## config.mk

```make
export PLATFORM = sky130hd
export DESIGN_NAME = hmt_trap_csrs
export DESIGN_NICKNAME = d
export VERILOG_FILES = /design/src/hmt_trap_csrs.v /design/src/hmt_access_mode.v /design/src/hmt_trap_capture.v
export VERILOG_INCLUDE_DIRS = /design/src
export SDC_FILE = /design/constraint.sdc
export NUM_CORES = 1
export LEC_CHECK = 0
export ABC_AREA = 0
export BUFFER_PORTS_ARGS = -buffer_cell sky130_fd_sc_hd__clkbuf_2
export CAP_MARGIN = 15
export CORE_MARGIN = 2
export CORE_UTILIZATION = 54
export DETAILED_ROUTE_END_ITERATION = 6
export GPL_TIMING_DRIVEN = 0
export PLACE_DENSITY = 0.9
export SETUP_SLACK_MARGIN = 0.3
export SYNTH_ARGS = -nofsm -noshare
export SYNTH_HDL_FRONTEND = slang
export SYNTH_HIERARCHICAL = 1
export SYNTH_SLANG_ARGS = --single-unit
```

## constraint.sdc

```tcl
create_clock -name aclk -period 2.43 [get_ports aclk]
set_input_delay 0.1215 -clock aclk [delete_from_list [all_inputs] [get_ports aclk]]
set_output_delay 0.1215 -clock aclk [all_outputs]
set_load 0.02 [all_outputs]
```

## src/hmt_defines.vh

```
// Constants for the machine trap and interrupt state block
// Functional notes
// - Privilege-modify clear: explicit accesses use current mode and its normal translation.
// - Modify set, prior virt 0: user or supervisor access, single-stage translation.
// - Modify set, prior privilege 3: machine access, no translation, any virt.
// - Modify set, prior virt 1: guest user or supervisor, two-stage translation.
// - Guest supervisor access via modify uses guest copy of user page permit.
// - Hypervisor exec-readable bit relaxes both guest stage and G-stage.
// - Guest exec-readable bit relaxes guest stage only; G-stage read still needed.
// - Hypervisor VM loads/stores ignore modify bit; virt on, privilege from select.
// - Delegation bits 10, 6, 2 read as fixed ones.
// - With guest external interrupts present, delegation bit 12 is fixed one.
// - Undelegated bits read zero in hyp delegation, pending, enable; writes ignored.
// - Pending/enable bits 15:0 follow fixed layout; 15,14,8,4,0 read zero.
// - Guest pending/enable bits share storage with hypervisor pending/enable.
// - Guest page fault writes shifted guest address or zero; other traps zero.
// - Implicit guest-stage access fault records that implicit access address.
// - Misaligned or split fetch records address of faulting part.
// - Second trap value holds zero; other values legalised to holdable subset.
// - Trap instruction register is read/write and written on every machine trap.
// - Virt on: guest root then G-stage root; zero root means pass-through.
// - Virt on: untranslated accesses incl. guest page tables use G-stage only.
// - Machine memory protection checks apply in every virtualization mode.
// - Every machine trap records current virtualization mode in prior virt.
`ifndef HMT_DEFINES_VH
`define HMT_DEFINES_VH
`define HMT_ADDR_PEND 8'h00
`define HMT_ADDR_ENAB 8'h04
`define HMT_ADDR_MDELEG 8'h08
`define HMT_ADDR_HDELEG 8'h0c
`define HMT_ADDR_HPEND 8'h10
`define HMT_ADDR_HENAB 8'h14
`define HMT_ADDR_TVAL2_LO 8'h18
`define HMT_ADDR_TVAL2_HI 8'h1c
`define HMT_ADDR_TINST_LO 8'h20
`define HMT_ADDR_TINST_HI 8'h24
`define HMT_ADDR_CTRL 8'h28
`define HMT_ADDR_STATUS 8'h2c
`define HMT_IRQ_IMPL 16'h3eee
`define HMT_FORCED_DELEG 16'h0444
`define HMT_SGE_BIT 16'h1000
`define HMT_HYP_ALIAS 16'h1444
`define HMT_TVAL2_MASK 64'h3fff_ffff_ffff_ffff
`define HMT_PRIV_U 2'h0
`define HMT_PRIV_S 2'h1
`define HMT_PRIV_M 2'h3
`define HMT_XL_LO 31:0
`define HMT_XL_HI 63:32
`define HMT_RESP_OK 2'h0
`define HMT_RESP_ERR 2'h2
`define HMT_CTRL_MODIFY_PRIVILEGE_BIT 0
`define HMT_CTRL_MPV 1
`define HMT_CTRL_MPP 3:2
`define HMT_CTRL_MXR 4
`define HMT_CTRL_GMXR 5
`define HMT_CTRL_SUM 6
`define HMT_CTRL_GSUM 7
`define HMT_CTRL_SPVP 8
`define HMT_CTRL_VIRT 9
`define HMT_CTRL_PRIV 11:10
`endif

```

## src/hmt_trap_csrs.v

```verilog
// Machine trap and interrupt state with AXI4-Lite register access
`default_nettype none
`include "hmt_defines.vh"
module hmt_trap_csrs (
  input wire aclk,
  input wire aresetn,
  input wire [7:0] s_axi_awaddr,
  input wire s_axi_awvalid,
  output reg s_axi_awready,
  input wire [31:0] s_axi_wdata,
  input wire [3:0] s_axi_wstrb,
  input wire s_axi_wvalid,
  output reg s_axi_wready,
  output reg [1:0] s_axi_bresp,
  output reg s_axi_bvalid,
  input wire s_axi_bready,
  input wire [7:0] s_axi_araddr,
  input wire s_axi_arvalid,
  output reg s_axi_arready,
  output reg [31:0] s_axi_rdata,
  output reg [1:0] s_axi_rresp,
  output reg s_axi_rvalid,
  input wire s_axi_rready,
  input wire trap_take,
  input wire guest_page_fault,
  input wire implicit_fault,
  input wire [63:0] fault_gpa,
  input wire [63:0] implicit_gpa,
  input wire [63:0] trap_inst,
  input wire [1:0] trap_priv,
  input wire hyp_vm_access,
  input wire implicit_access,
  input wire [1:0] gst_root_zero,
  input wire [15:0] irq_hw_set,
  output reg [1:0] eff_priv_reg,
  output reg eff_virt_reg,
  output reg vs_stage_on_reg,
  output reg g_stage_on_reg,
  output reg sum_eff_reg,
  output reg vs_mxr_reg,
  output reg g_mxr_reg,
  output reg pmp_on_reg,
  output reg [15:0] irq_ready_reg
);
  parameter GUEST_EXT_IRQ_COUNT = 1;

  reg [15:0] pend_reg;
  reg [15:0] enab_reg;
  reg [15:0] mdeleg_reg;
  reg [15:0] hdeleg_reg;
  reg [63:0] tval2_reg;
  reg [63:0] tinst_reg;
  reg [11:0] ctrl_reg;
  reg [7:0] awaddr_reg;
  reg [31:0] wdata_reg;
  reg [3:0] wstrb_reg;
  reg aw_have_reg;
  reg w_have_reg;

  wire [1:0] eff_priv;
  wire eff_virt;
  wire vs_on;
  wire g_on;
  wire sum_eff;
  wire vs_mxr;
  wire g_mxr;
  wire pmp_on;
  wire [63:0] tval2_val;
  wire [63:0] tinst_val;

  wire [15:0] forced = `HMT_FORCED_DELEG |
    ((GUEST_EXT_IRQ_COUNT != 0) ? `HMT_SGE_BIT : 16'h0000);
  wire [15:0] deleg_view = mdeleg_reg | forced;
  wire wr_go = aw_have_reg && w_have_reg && !s_axi_bvalid;

  function [31:0] merge;
    input [31:0] old;
    input [31:0] nw;
    input [3:0] strb;
    integer i;
    begin
      for (i = 0; i < 4; i = i + 1)
        merge[i*8 +: 8] = strb[i] ? nw[i*8 +: 8] : old[i*8 +: 8];
    end
  endfunction

  function [15:0] merge_lo;
    input [15:0] old;
    input [31:0] nw;
    input [3:0] strb;
    begin
      merge_lo = {strb[1] ? nw[15:8] : old[15:8], strb[0] ? nw[7:0] : old[7:0]};
    end
  endfunction

  function [31:0] reg_read;
    input [7:0] a;
    begin
      case (a)
        `HMT_ADDR_PEND: reg_read = {16'h0000, pend_reg & `HMT_IRQ_IMPL};
        `HMT_ADDR_ENAB: reg_read = {16'h0000, enab_reg & `HMT_IRQ_IMPL};
        `HMT_ADDR_MDELEG: reg_read = {16'h0000, deleg_view & `HMT_IRQ_IMPL};
        `HMT_ADDR_HDELEG: reg_read = {16'h0000, hdeleg_reg & deleg_view};
        `HMT_ADDR_HPEND: reg_read = {16'h0000, pend_reg & deleg_view & `HMT_HYP_ALIAS};
        `HMT_ADDR_HENAB: reg_read = {16'h0000, enab_reg & deleg_view & `HMT_HYP_ALIAS};
        `HMT_ADDR_TVAL2_LO: reg_read = tval2_reg[`HMT_XL_LO];
        `HMT_ADDR_TVAL2_HI: reg_read = tval2_reg[`HMT_XL_HI];
        `HMT_ADDR_TINST_LO: reg_read = tinst_reg[`HMT_XL_LO];
        `HMT_ADDR_TINST_HI: reg_read = tinst_reg[`HMT_XL_HI];
        `HMT_ADDR_CTRL: reg_read = {20'h00000, ctrl_reg};
        `HMT_ADDR_STATUS: reg_read = {26'h0000000, pmp_on, g_on, vs_on, eff_virt, eff_priv};
        default: reg_read = 32'h00000000;
      endcase
    end
  endfunction

  function addr_ok;
    input [7:0] a;
    begin
      addr_ok = (a <= `HMT_ADDR_STATUS) && (a[1:0] == 2'h0);
    end
  endfunction

  wire [31:0] ctrl_merged = merge({20'h00000, ctrl_reg}, wdata_reg, wstrb_reg);
  // Top bits of the shifted address cannot be held
  wire [63:0] tval2_keep = `HMT_TVAL2_MASK;

  hmt_access_mode u_mode (
    .ctrl(ctrl_reg),
    .hyp_vm_access(hyp_vm_access),
    .implicit_access(implicit_access),
    .gst_root_zero({14'h0000, gst_root_zero}),
    .eff_priv(eff_priv),
    .eff_virt(eff_virt),
    .vs_stage_on(vs_on),
    .g_stage_on(g_on),
    .sum_eff(sum_eff),
    .vs_mxr(vs_mxr),
    .g_mxr(g_mxr),
    .pmp_on(pmp_on)
  );

  hmt_trap_capture u_cap (
    .guest_page_fault(guest_page_fault),
    .implicit_fault(implicit_fault),
    .fault_gpa(fault_gpa),
    .implicit_gpa(implicit_gpa),
    .trap_inst(trap_inst),
    .tval2_val(tval2_val),
    .tinst_val(tinst_val)
  );

  // Bus handshake: one write and one read at a time
  always @(posedge aclk) begin
    if (!aresetn) begin
      s_axi_awready <= 1'b0;
      s_axi_wready <= 1'b0;
      s_axi_bvalid <= 1'b0;
      s_axi_bresp <= `HMT_RESP_OK;
      s_axi_arready <= 1'b0;
      s_axi_rvalid <= 1'b0;
      s_axi_rresp <= `HMT_RESP_OK;
      s_axi_rdata <= 32'h00000000;
      aw_have_reg <= 1'b0;
      w_have_reg <= 1'b0;
      awaddr_reg <= 8'h00;
      wdata_reg <= 32'h00000000;
      wstrb_reg <= 4'h0;
    end else begin
      s_axi_awready <= !aw_have_reg && !s_axi_awready && s_axi_awvalid;
      s_axi_wready <= !w_have_reg && !s_axi_wready && s_axi_wvalid;
      if (s_axi_awvalid && s_axi_awready) begin
        aw_have_reg <= 1'b1;
        awaddr_reg <= s_axi_awaddr;
      end
      if (s_axi_wvalid && s_axi_wready) begin
        w_have_reg <= 1'b1;
        wdata_reg <= s_axi_wdata;
        wstrb_reg <= s_axi_wstrb;
      end
      if (wr_go) begin
        aw_have_reg <= 1'b0;
        w_have_reg <= 1'b0;
        s_axi_bvalid <= 1'b1;
        s_axi_bresp <= addr_ok(awaddr_reg) ? `HMT_RESP_OK : `HMT_RESP_ERR;
      end else if (s_axi_bvalid && s_axi_bready) begin
        s_axi_bvalid <= 1'b0;
      end
      s_axi_arready <= !s_axi_arready && !s_axi_rvalid && s_axi_arvalid;
      if (s_axi_arvalid && s_axi_arready) begin
        s_axi_rvalid <= 1'b1;
        s_axi_rdata <= reg_read(s_axi_araddr);
        s_axi_rresp <= addr_ok(s_axi_araddr) ? `HMT_RESP_OK : `HMT_RESP_ERR;
      end else if (s_axi_rvalid && s_axi_rready) begin
        s_axi_rvalid <= 1'b0;
      end
    end
  end

  // Register state; hardware events win over a same-cycle software write
  always @(posedge aclk) begin
    if (!aresetn) begin
      pend_reg <= 16'h0000;
      enab_reg <= 16'h0000;
      mdeleg_reg <= 16'h0000;
      hdeleg_reg <= 16'h0000;
      tval2_reg <= 64'h0;
      tinst_reg <= 64'h0;
      ctrl_reg <= 12'h000;
    end else begin
      if (wr_go) begin
        case (awaddr_reg)
          `HMT_ADDR_PEND:
            pend_reg <= merge_lo(pend_reg, wdata_reg, wstrb_reg) & `HMT_IRQ_IMPL;
          `HMT_ADDR_ENAB:
            enab_reg <= merge_lo(enab_reg, wdata_reg, wstrb_reg) & `HMT_IRQ_IMPL;
          `HMT_ADDR_MDELEG:
            mdeleg_reg <= merge_lo(mdeleg_reg, wdata_reg, wstrb_reg) & `HMT_IRQ_IMPL;
          `HMT_ADDR_HDELEG:
            hdeleg_reg <= merge_lo(hdeleg_reg, wdata_reg, wstrb_reg) & deleg_view;
          `HMT_ADDR_HPEND:
            pend_reg <= (pend_reg & ~(deleg_view & `HMT_HYP_ALIAS)) |
              (merge_lo(pend_reg, wdata_reg, wstrb_reg) & deleg_view & `HMT_HYP_ALIAS);
          `HMT_ADDR_HENAB:
            enab_reg <= (enab_reg & ~(deleg_view & `HMT_HYP_ALIAS)) |
              (merge_lo(enab_reg, wdata_reg, wstrb_reg) & deleg_view & `HMT_HYP_ALIAS);
          `HMT_ADDR_TVAL2_LO:
            tval2_reg[`HMT_XL_LO] <= merge(tval2_reg[`HMT_XL_LO], wdata_reg, wstrb_reg);
          `HMT_ADDR_TVAL2_HI:
            tval2_reg[`HMT_XL_HI] <= merge(tval2_reg[`HMT_XL_HI], wdata_reg, wstrb_reg)
              & tval2_keep[`HMT_XL_HI];
          `HMT_ADDR_TINST_LO:
            tinst_reg[`HMT_XL_LO] <= merge(tinst_reg[`HMT_XL_LO], wdata_reg, wstrb_reg);
          `HMT_ADDR_TINST_HI:
            tinst_reg[`HMT_XL_HI] <= merge(tinst_reg[`HMT_XL_HI], wdata_reg, wstrb_reg);
          `HMT_ADDR_CTRL:
            ctrl_reg <= ctrl_merged[11:0];
          default: ctrl_reg <= ctrl_reg;
        endcase
      end
      if (irq_hw_set != 16'h0000)
        pend_reg <= pend_reg | (irq_hw_set & `HMT_IRQ_IMPL);
      if (trap_take) begin
        tval2_reg <= tval2_val;
        tinst_reg <= tinst_val;
        ctrl_reg[`HMT_CTRL_MPV] <= ctrl_reg[`HMT_CTRL_VIRT];
        ctrl_reg[`HMT_CTRL_MPP] <= trap_priv;
        ctrl_reg[`HMT_CTRL_VIRT] <= 1'b0;
        ctrl_reg[`HMT_CTRL_PRIV] <= `HMT_PRIV_M;
      end
    end
  end

  // Registered views for the memory pipeline
  always @(posedge aclk) begin
    if (!aresetn) begin
      eff_priv_reg <= `HMT_PRIV_M;
      eff_virt_reg <= 1'b0;
      vs_stage_on_reg <= 1'b0;
      g_stage_on_reg <= 1'b0;
      sum_eff_reg <= 1'b0;
      vs_mxr_reg <= 1'b0;
      g_mxr_reg <= 1'b0;
      pmp_on_reg <= 1'b1;
      irq_ready_reg <= 16'h0000;
    end else begin
      eff_priv_reg <= eff_priv;
      eff_virt_reg <= eff_virt;
      vs_stage_on_reg <= vs_on;
      g_stage_on_reg <= g_on;
      sum_eff_reg <= sum_eff;
      vs_mxr_reg <= vs_mxr;
      g_mxr_reg <= g_mxr;
      pmp_on_reg <= pmp_on;
      irq_ready_reg <= pend_reg & enab_reg & `HMT_IRQ_IMPL;
    end
  end
endmodule // hmt_trap_csrs
`default_nettype wire

```

## src/hmt_access_mode.v

```verilog
// Effective privilege and translation-stage selection for explicit accesses
`default_nettype none
`include "hmt_defines.vh"
module hmt_access_mode (
  input wire [11:0] ctrl,
  input wire hyp_vm_access,
  input wire implicit_access,
  input wire [15:0] gst_root_zero,
  output reg [1:0] eff_priv,
  output reg eff_virt,
  output reg vs_stage_on,
  output reg g_stage_on,
  output reg sum_eff,
  output reg vs_mxr,
  output reg g_mxr,
  output reg pmp_on
);
  reg [1:0] cur_priv;
  always @* begin
    cur_priv = ctrl[`HMT_CTRL_PRIV];
    eff_priv = cur_priv;
    eff_virt = ctrl[`HMT_CTRL_VIRT];
    if (hyp_vm_access) begin
      eff_virt = 1'b1;
      eff_priv = {1'b0, ctrl[`HMT_CTRL_SPVP]};
    end else if (ctrl[`HMT_CTRL_MODIFY_PRIVILEGE_BIT]) begin
      if (ctrl[`HMT_CTRL_MPP] == `HMT_PRIV_M) begin
        eff_priv = `HMT_PRIV_M;
        eff_virt = 1'b0;
      end else begin
        eff_priv = ctrl[`HMT_CTRL_MPP];
        eff_virt = ctrl[`HMT_CTRL_MPV];
      end
    end
    // Root registers zeroed make a stage pass-through
    vs_stage_on = eff_virt && !implicit_access && !gst_root_zero[0];
    g_stage_on = eff_virt && !gst_root_zero[1];
    if (eff_priv == `HMT_PRIV_M) begin
      vs_stage_on = 1'b0;
      g_stage_on = 1'b0;
    end
    sum_eff = (eff_virt && eff_priv == `HMT_PRIV_S) ? ctrl[`HMT_CTRL_GSUM]
                                                    : ctrl[`HMT_CTRL_SUM];
    vs_mxr = ctrl[`HMT_CTRL_MXR] | (eff_virt & ctrl[`HMT_CTRL_GMXR]);
    g_mxr = ctrl[`HMT_CTRL_MXR];
    pmp_on = 1'b1;
  end
endmodule // hmt_access_mode
`default_nettype wire

```

## src/hmt_trap_capture.v

```verilog
// Trap-time values for second trap value and trap instruction
`default_nettype none
`include "hmt_defines.vh"
module hmt_trap_capture (
  input wire guest_page_fault,
  input wire implicit_fault,
  input wire [63:0] fault_gpa,
  input wire [63:0] implicit_gpa,
  input wire [63:0] trap_inst,
  output reg [63:0] tval2_val,
  output reg [63:0] tinst_val
);
  reg [63:0] gpa;
  always @* begin
    // The caller supplies the faulting part's address for split accesses
    gpa = implicit_fault ? implicit_gpa : fault_gpa;
    tval2_val = guest_page_fault ? ((gpa >> 2) & `HMT_TVAL2_MASK) : 64'h0;
    tinst_val = trap_inst;
  end
endmodule // hmt_trap_capture
`default_nettype wire

```

==> flow_metrics.py <==
metrics = {
    "placement": {
        "hpwl_mm": 41.3,
        "port_buffers": 260,
        "gp_congestion": 1.00,
        "dp.cells": 2275,
        "placed_area_sq_um": 16000,
    },
    "floorplanning": {
        "coreArea_sq_um": 26000,
        "pin_count": 342,
        "die_area_sq_um": 27800,
        "rows": 59,
        "die_w_microns": 167,
        "start_util_pct": 55.0,
        "fp.dieH_microns": 167,
    },
    "yosys": {
        "syn_inst": 1673,
        "ys_seq_elements": 285,
        "synth_area_per_cell_sq_um": 8.54,
        "mappedNetlistArea_sq_um": 14300,
        "synthArstFlopShare_pct": 0,
        "synth_top_area_cell": "dfxtp_1",
        "yosys_warnings": 6,
        "ys.flop_type": "dfxtp_1",
        "synth_cell_types": 77,
        "synth-edff-count": 0,
        "synth.area.top_cells": "dfxtp_1 40%, a21oi_1 8.9%, mux2i_1 7.0%, nor2b_1 5.3%, o21ai_0 4.4%",
        "yosys.area.top_type_share_pct": 39.9,
        "seq_area_frac_synth_pct": 39.9,
    },
    "run_status": {
        "violations": "DRC",
        "status": "finished, violations left",
    },
    "final_layout": {
        "final_core_util_pct": 71.2,
        "layoutNonFillerInstCount": 2468,
        "finalInstanceArea_sq_um": 18500,
        "nNetsFinal": 2385,
        "final_common_cell": "dfxtp_1",
        "layout.cells.most_common_list": "279 x dfxtp_1, 263 x clkbuf_2, 254 x a21oi_1",
        "fillers": 1908,
        "area_delta_synth_final_pct": 29.6,
        "drive_above_1_share_pct": 23.6,
    },
    "global_route": {
        "grt_max_degree": 15,
        "grtUsageTotal_pct": 41.2,
        "grt_pass1_vias": 15563,
        "gr-total-overflow": 0,
        "grt_pass1_wl_mm": 88.9,
        "antenna_found_initial": 3,
    },
    "clocking": {
        "cts_tree": "done",
        "cts.reportedPaths.clkPinSlew_ns": 0.07,
        "clock_path_buffers": 3,
        "clock_latency_ns": 0.56,
        "cts.sinks": 285,
        "htreeDepth": 1,
        "cts_buffers": 29,
        "cts_root_buf": "clkbuf_16",
    },
    "route": {
        "drc": 3,
        "drt_iter0_drc": 2400,
        "vias": 15935,
        "finalWirelength_mm": 61.2,
        "dr.pass1.iters": 7,
        "via_per_inst": 6.46,
        "wire_per_inst_microns": 24.8,
        "postRouteAntennaNets": 0,
    },
    "power": {
        "p_leak_nw": 7.83,
        "power_frac_comb_pct": 14.9,
        "switching_share_pct": 27.0,
        "netSwitchingPower_mw": 3.09,
        "internal_power_mw": 8.34,
        "p_total_mw": 11.4,
        "power_density_nw_per_um2": 618,
        "p_clk_share_pct": 41.0,
        "p_seq_share_pct": 44.0,
        "ir_worst_vdd_mv": 0.645,
    },
    "sta": {
        "period_needed_ns": 2.18,
        "setup_viol": 0,
        "final.period_utilization_pct": 89.7,
        "relSlewSlack_pct": 37.0,
        "slew_viol_final": 0,
        "rsz0062_at_grt": "yes",
        "max_freq_mhz": 459,
        "worst_slew_pin_slew_ns": 0.945,
        "whs_ns": 0.0252,
        "final-hold-violation-count": 0,
        "finalClockSkew_ns": 0.0142,
    },
    "worst_setup_path": {
        "slowest_delay_ns": 0.45,
        "critPathTopFamily": "compound AO/OA/AOI/OAI gates",
        "path_class": "register to register",
        "arrival_ns": 2.67,
        "critPathSlowestCell": "dfxtp_1",
        "worstPathCellList": "nor4bb_4, clkbuf_4, a41o_1, buf_2, o21ai_0, a21oi_1",
        "cp-start-kind": "register",
        "cp-end-kind": "register",
        "crit_buf_inv": 2,
        "required_ns": 2.92,
        "path_max_fanout": 10,
    },
    "job": {
        "max_cap_viol_count": 0,
    },
    "min_path": {
        "min_path_type": "input pin to register",
    },
}
-- final cells by class --
cell class	count	area, sq um	area share (%)
inverters	8	30.0	0.162
flip-flops and latches	285	5710	30.9
multi-input cells	1190	7530	40.7
clock inverters	8	125	0.676
plain buffers	197	1180	6.37
clock buffers	44	852	4.60
well taps	335	419	2.26
diodes	3	7.51	0.0405
repair buffers	398	2660	14.4
-- cells in the mapped netlist, drive strengths merged, types with 4 or more instances --
cell type and number:
o2bb2ai 4, o21ai 125, a221oi 21, o22ai 4, a21boi 22, nor4 8, nor2 97, nand4 5
a21o 6, or3 4, a211oi 74, nor2b 121, a22oi 27, and2 11, o211a 15, a32o 4
mux2i 100, mux4 4, buf 119, and3 15, nor3b 8, a21oi 254, dfxtp 285, a41o 8
nand2b 10, nand3 30, nand2 140, inv 8, clkbuf 78, nor3 14, nor4b 4, a31o 4
mux2 5
-- tightest hold or removal path, stage by stage --
cell and delay (ns):
buf_4 0.10, a211oi_1 0.08, nor3b_1 0.22
-- final timing paths --
check	startpoint	slack, ns	endpoint	depth (start not counted)
worst max register to register	aw_have_reg	0.25	tinst_reg[6]	6
worst min-delay path	trap_inst[41]	0.03	tinst_reg[41]	3
worst max-delay path	aw_have_reg	0.25	tinst_reg[6]	6
worst min register to register	wdata_reg[19]	0.45	wdata_reg[19]	2
-- power groups by stage --
| stage | sequential, mW | combinational [mW] | clock, mW |
|---|---|---|---|
| final | 5.04 | 1.70 | 4.69 |
| after global routing | 5.04 | 1.78 | 4.82 |
| after CTS | 5.02 | 1.60 | 4.61 |
| after detailed placement | 5.12 | 1.42 | 0 |
| after global placement | 5.11 | 1.38 | 0 |
| after floorplan | 5.09 | 0.853 | 0 |
-- cell families after synthesis --
| family | synth area share (%) |
|---|---|
| AOI/OAI and AO/OA | 25.6 |
| and+or+nand+nor | 18.0 |
| DFF | 39.9 |
| buffers and inverters | 8.38 |
| muxes | 8.08 |
| other | 0.0788 |
-- per-stage QoR --
stage	setup WS, ns	TNS, ns
after CTS	0.296	0
after detailed placement	-0.110	-0.110
after global placement	-0.00373	-0.00373
after global routing	0.195	0
after floorplan	0.458	0
final	0.251	0
-- what timing repair did --
item,4_1_cts,5_1_grt
setup endpoints to repair,20,79
pin swaps,4,1
buffers inserted,5,5
hold buffers,128,0
endpoints found under the hold margin,127,0
resized for setup,7,36
-- layer usage --
metal	vias up	track usage (%)	wire [microns]
met1	7414	47.8	21400
met3	355	10.1	7090
met4	2	27.7	4770
met5	-	0	13
li1	6822	-	-
met2	1342	67.6	27900
(Power assumes the default switching activity.)
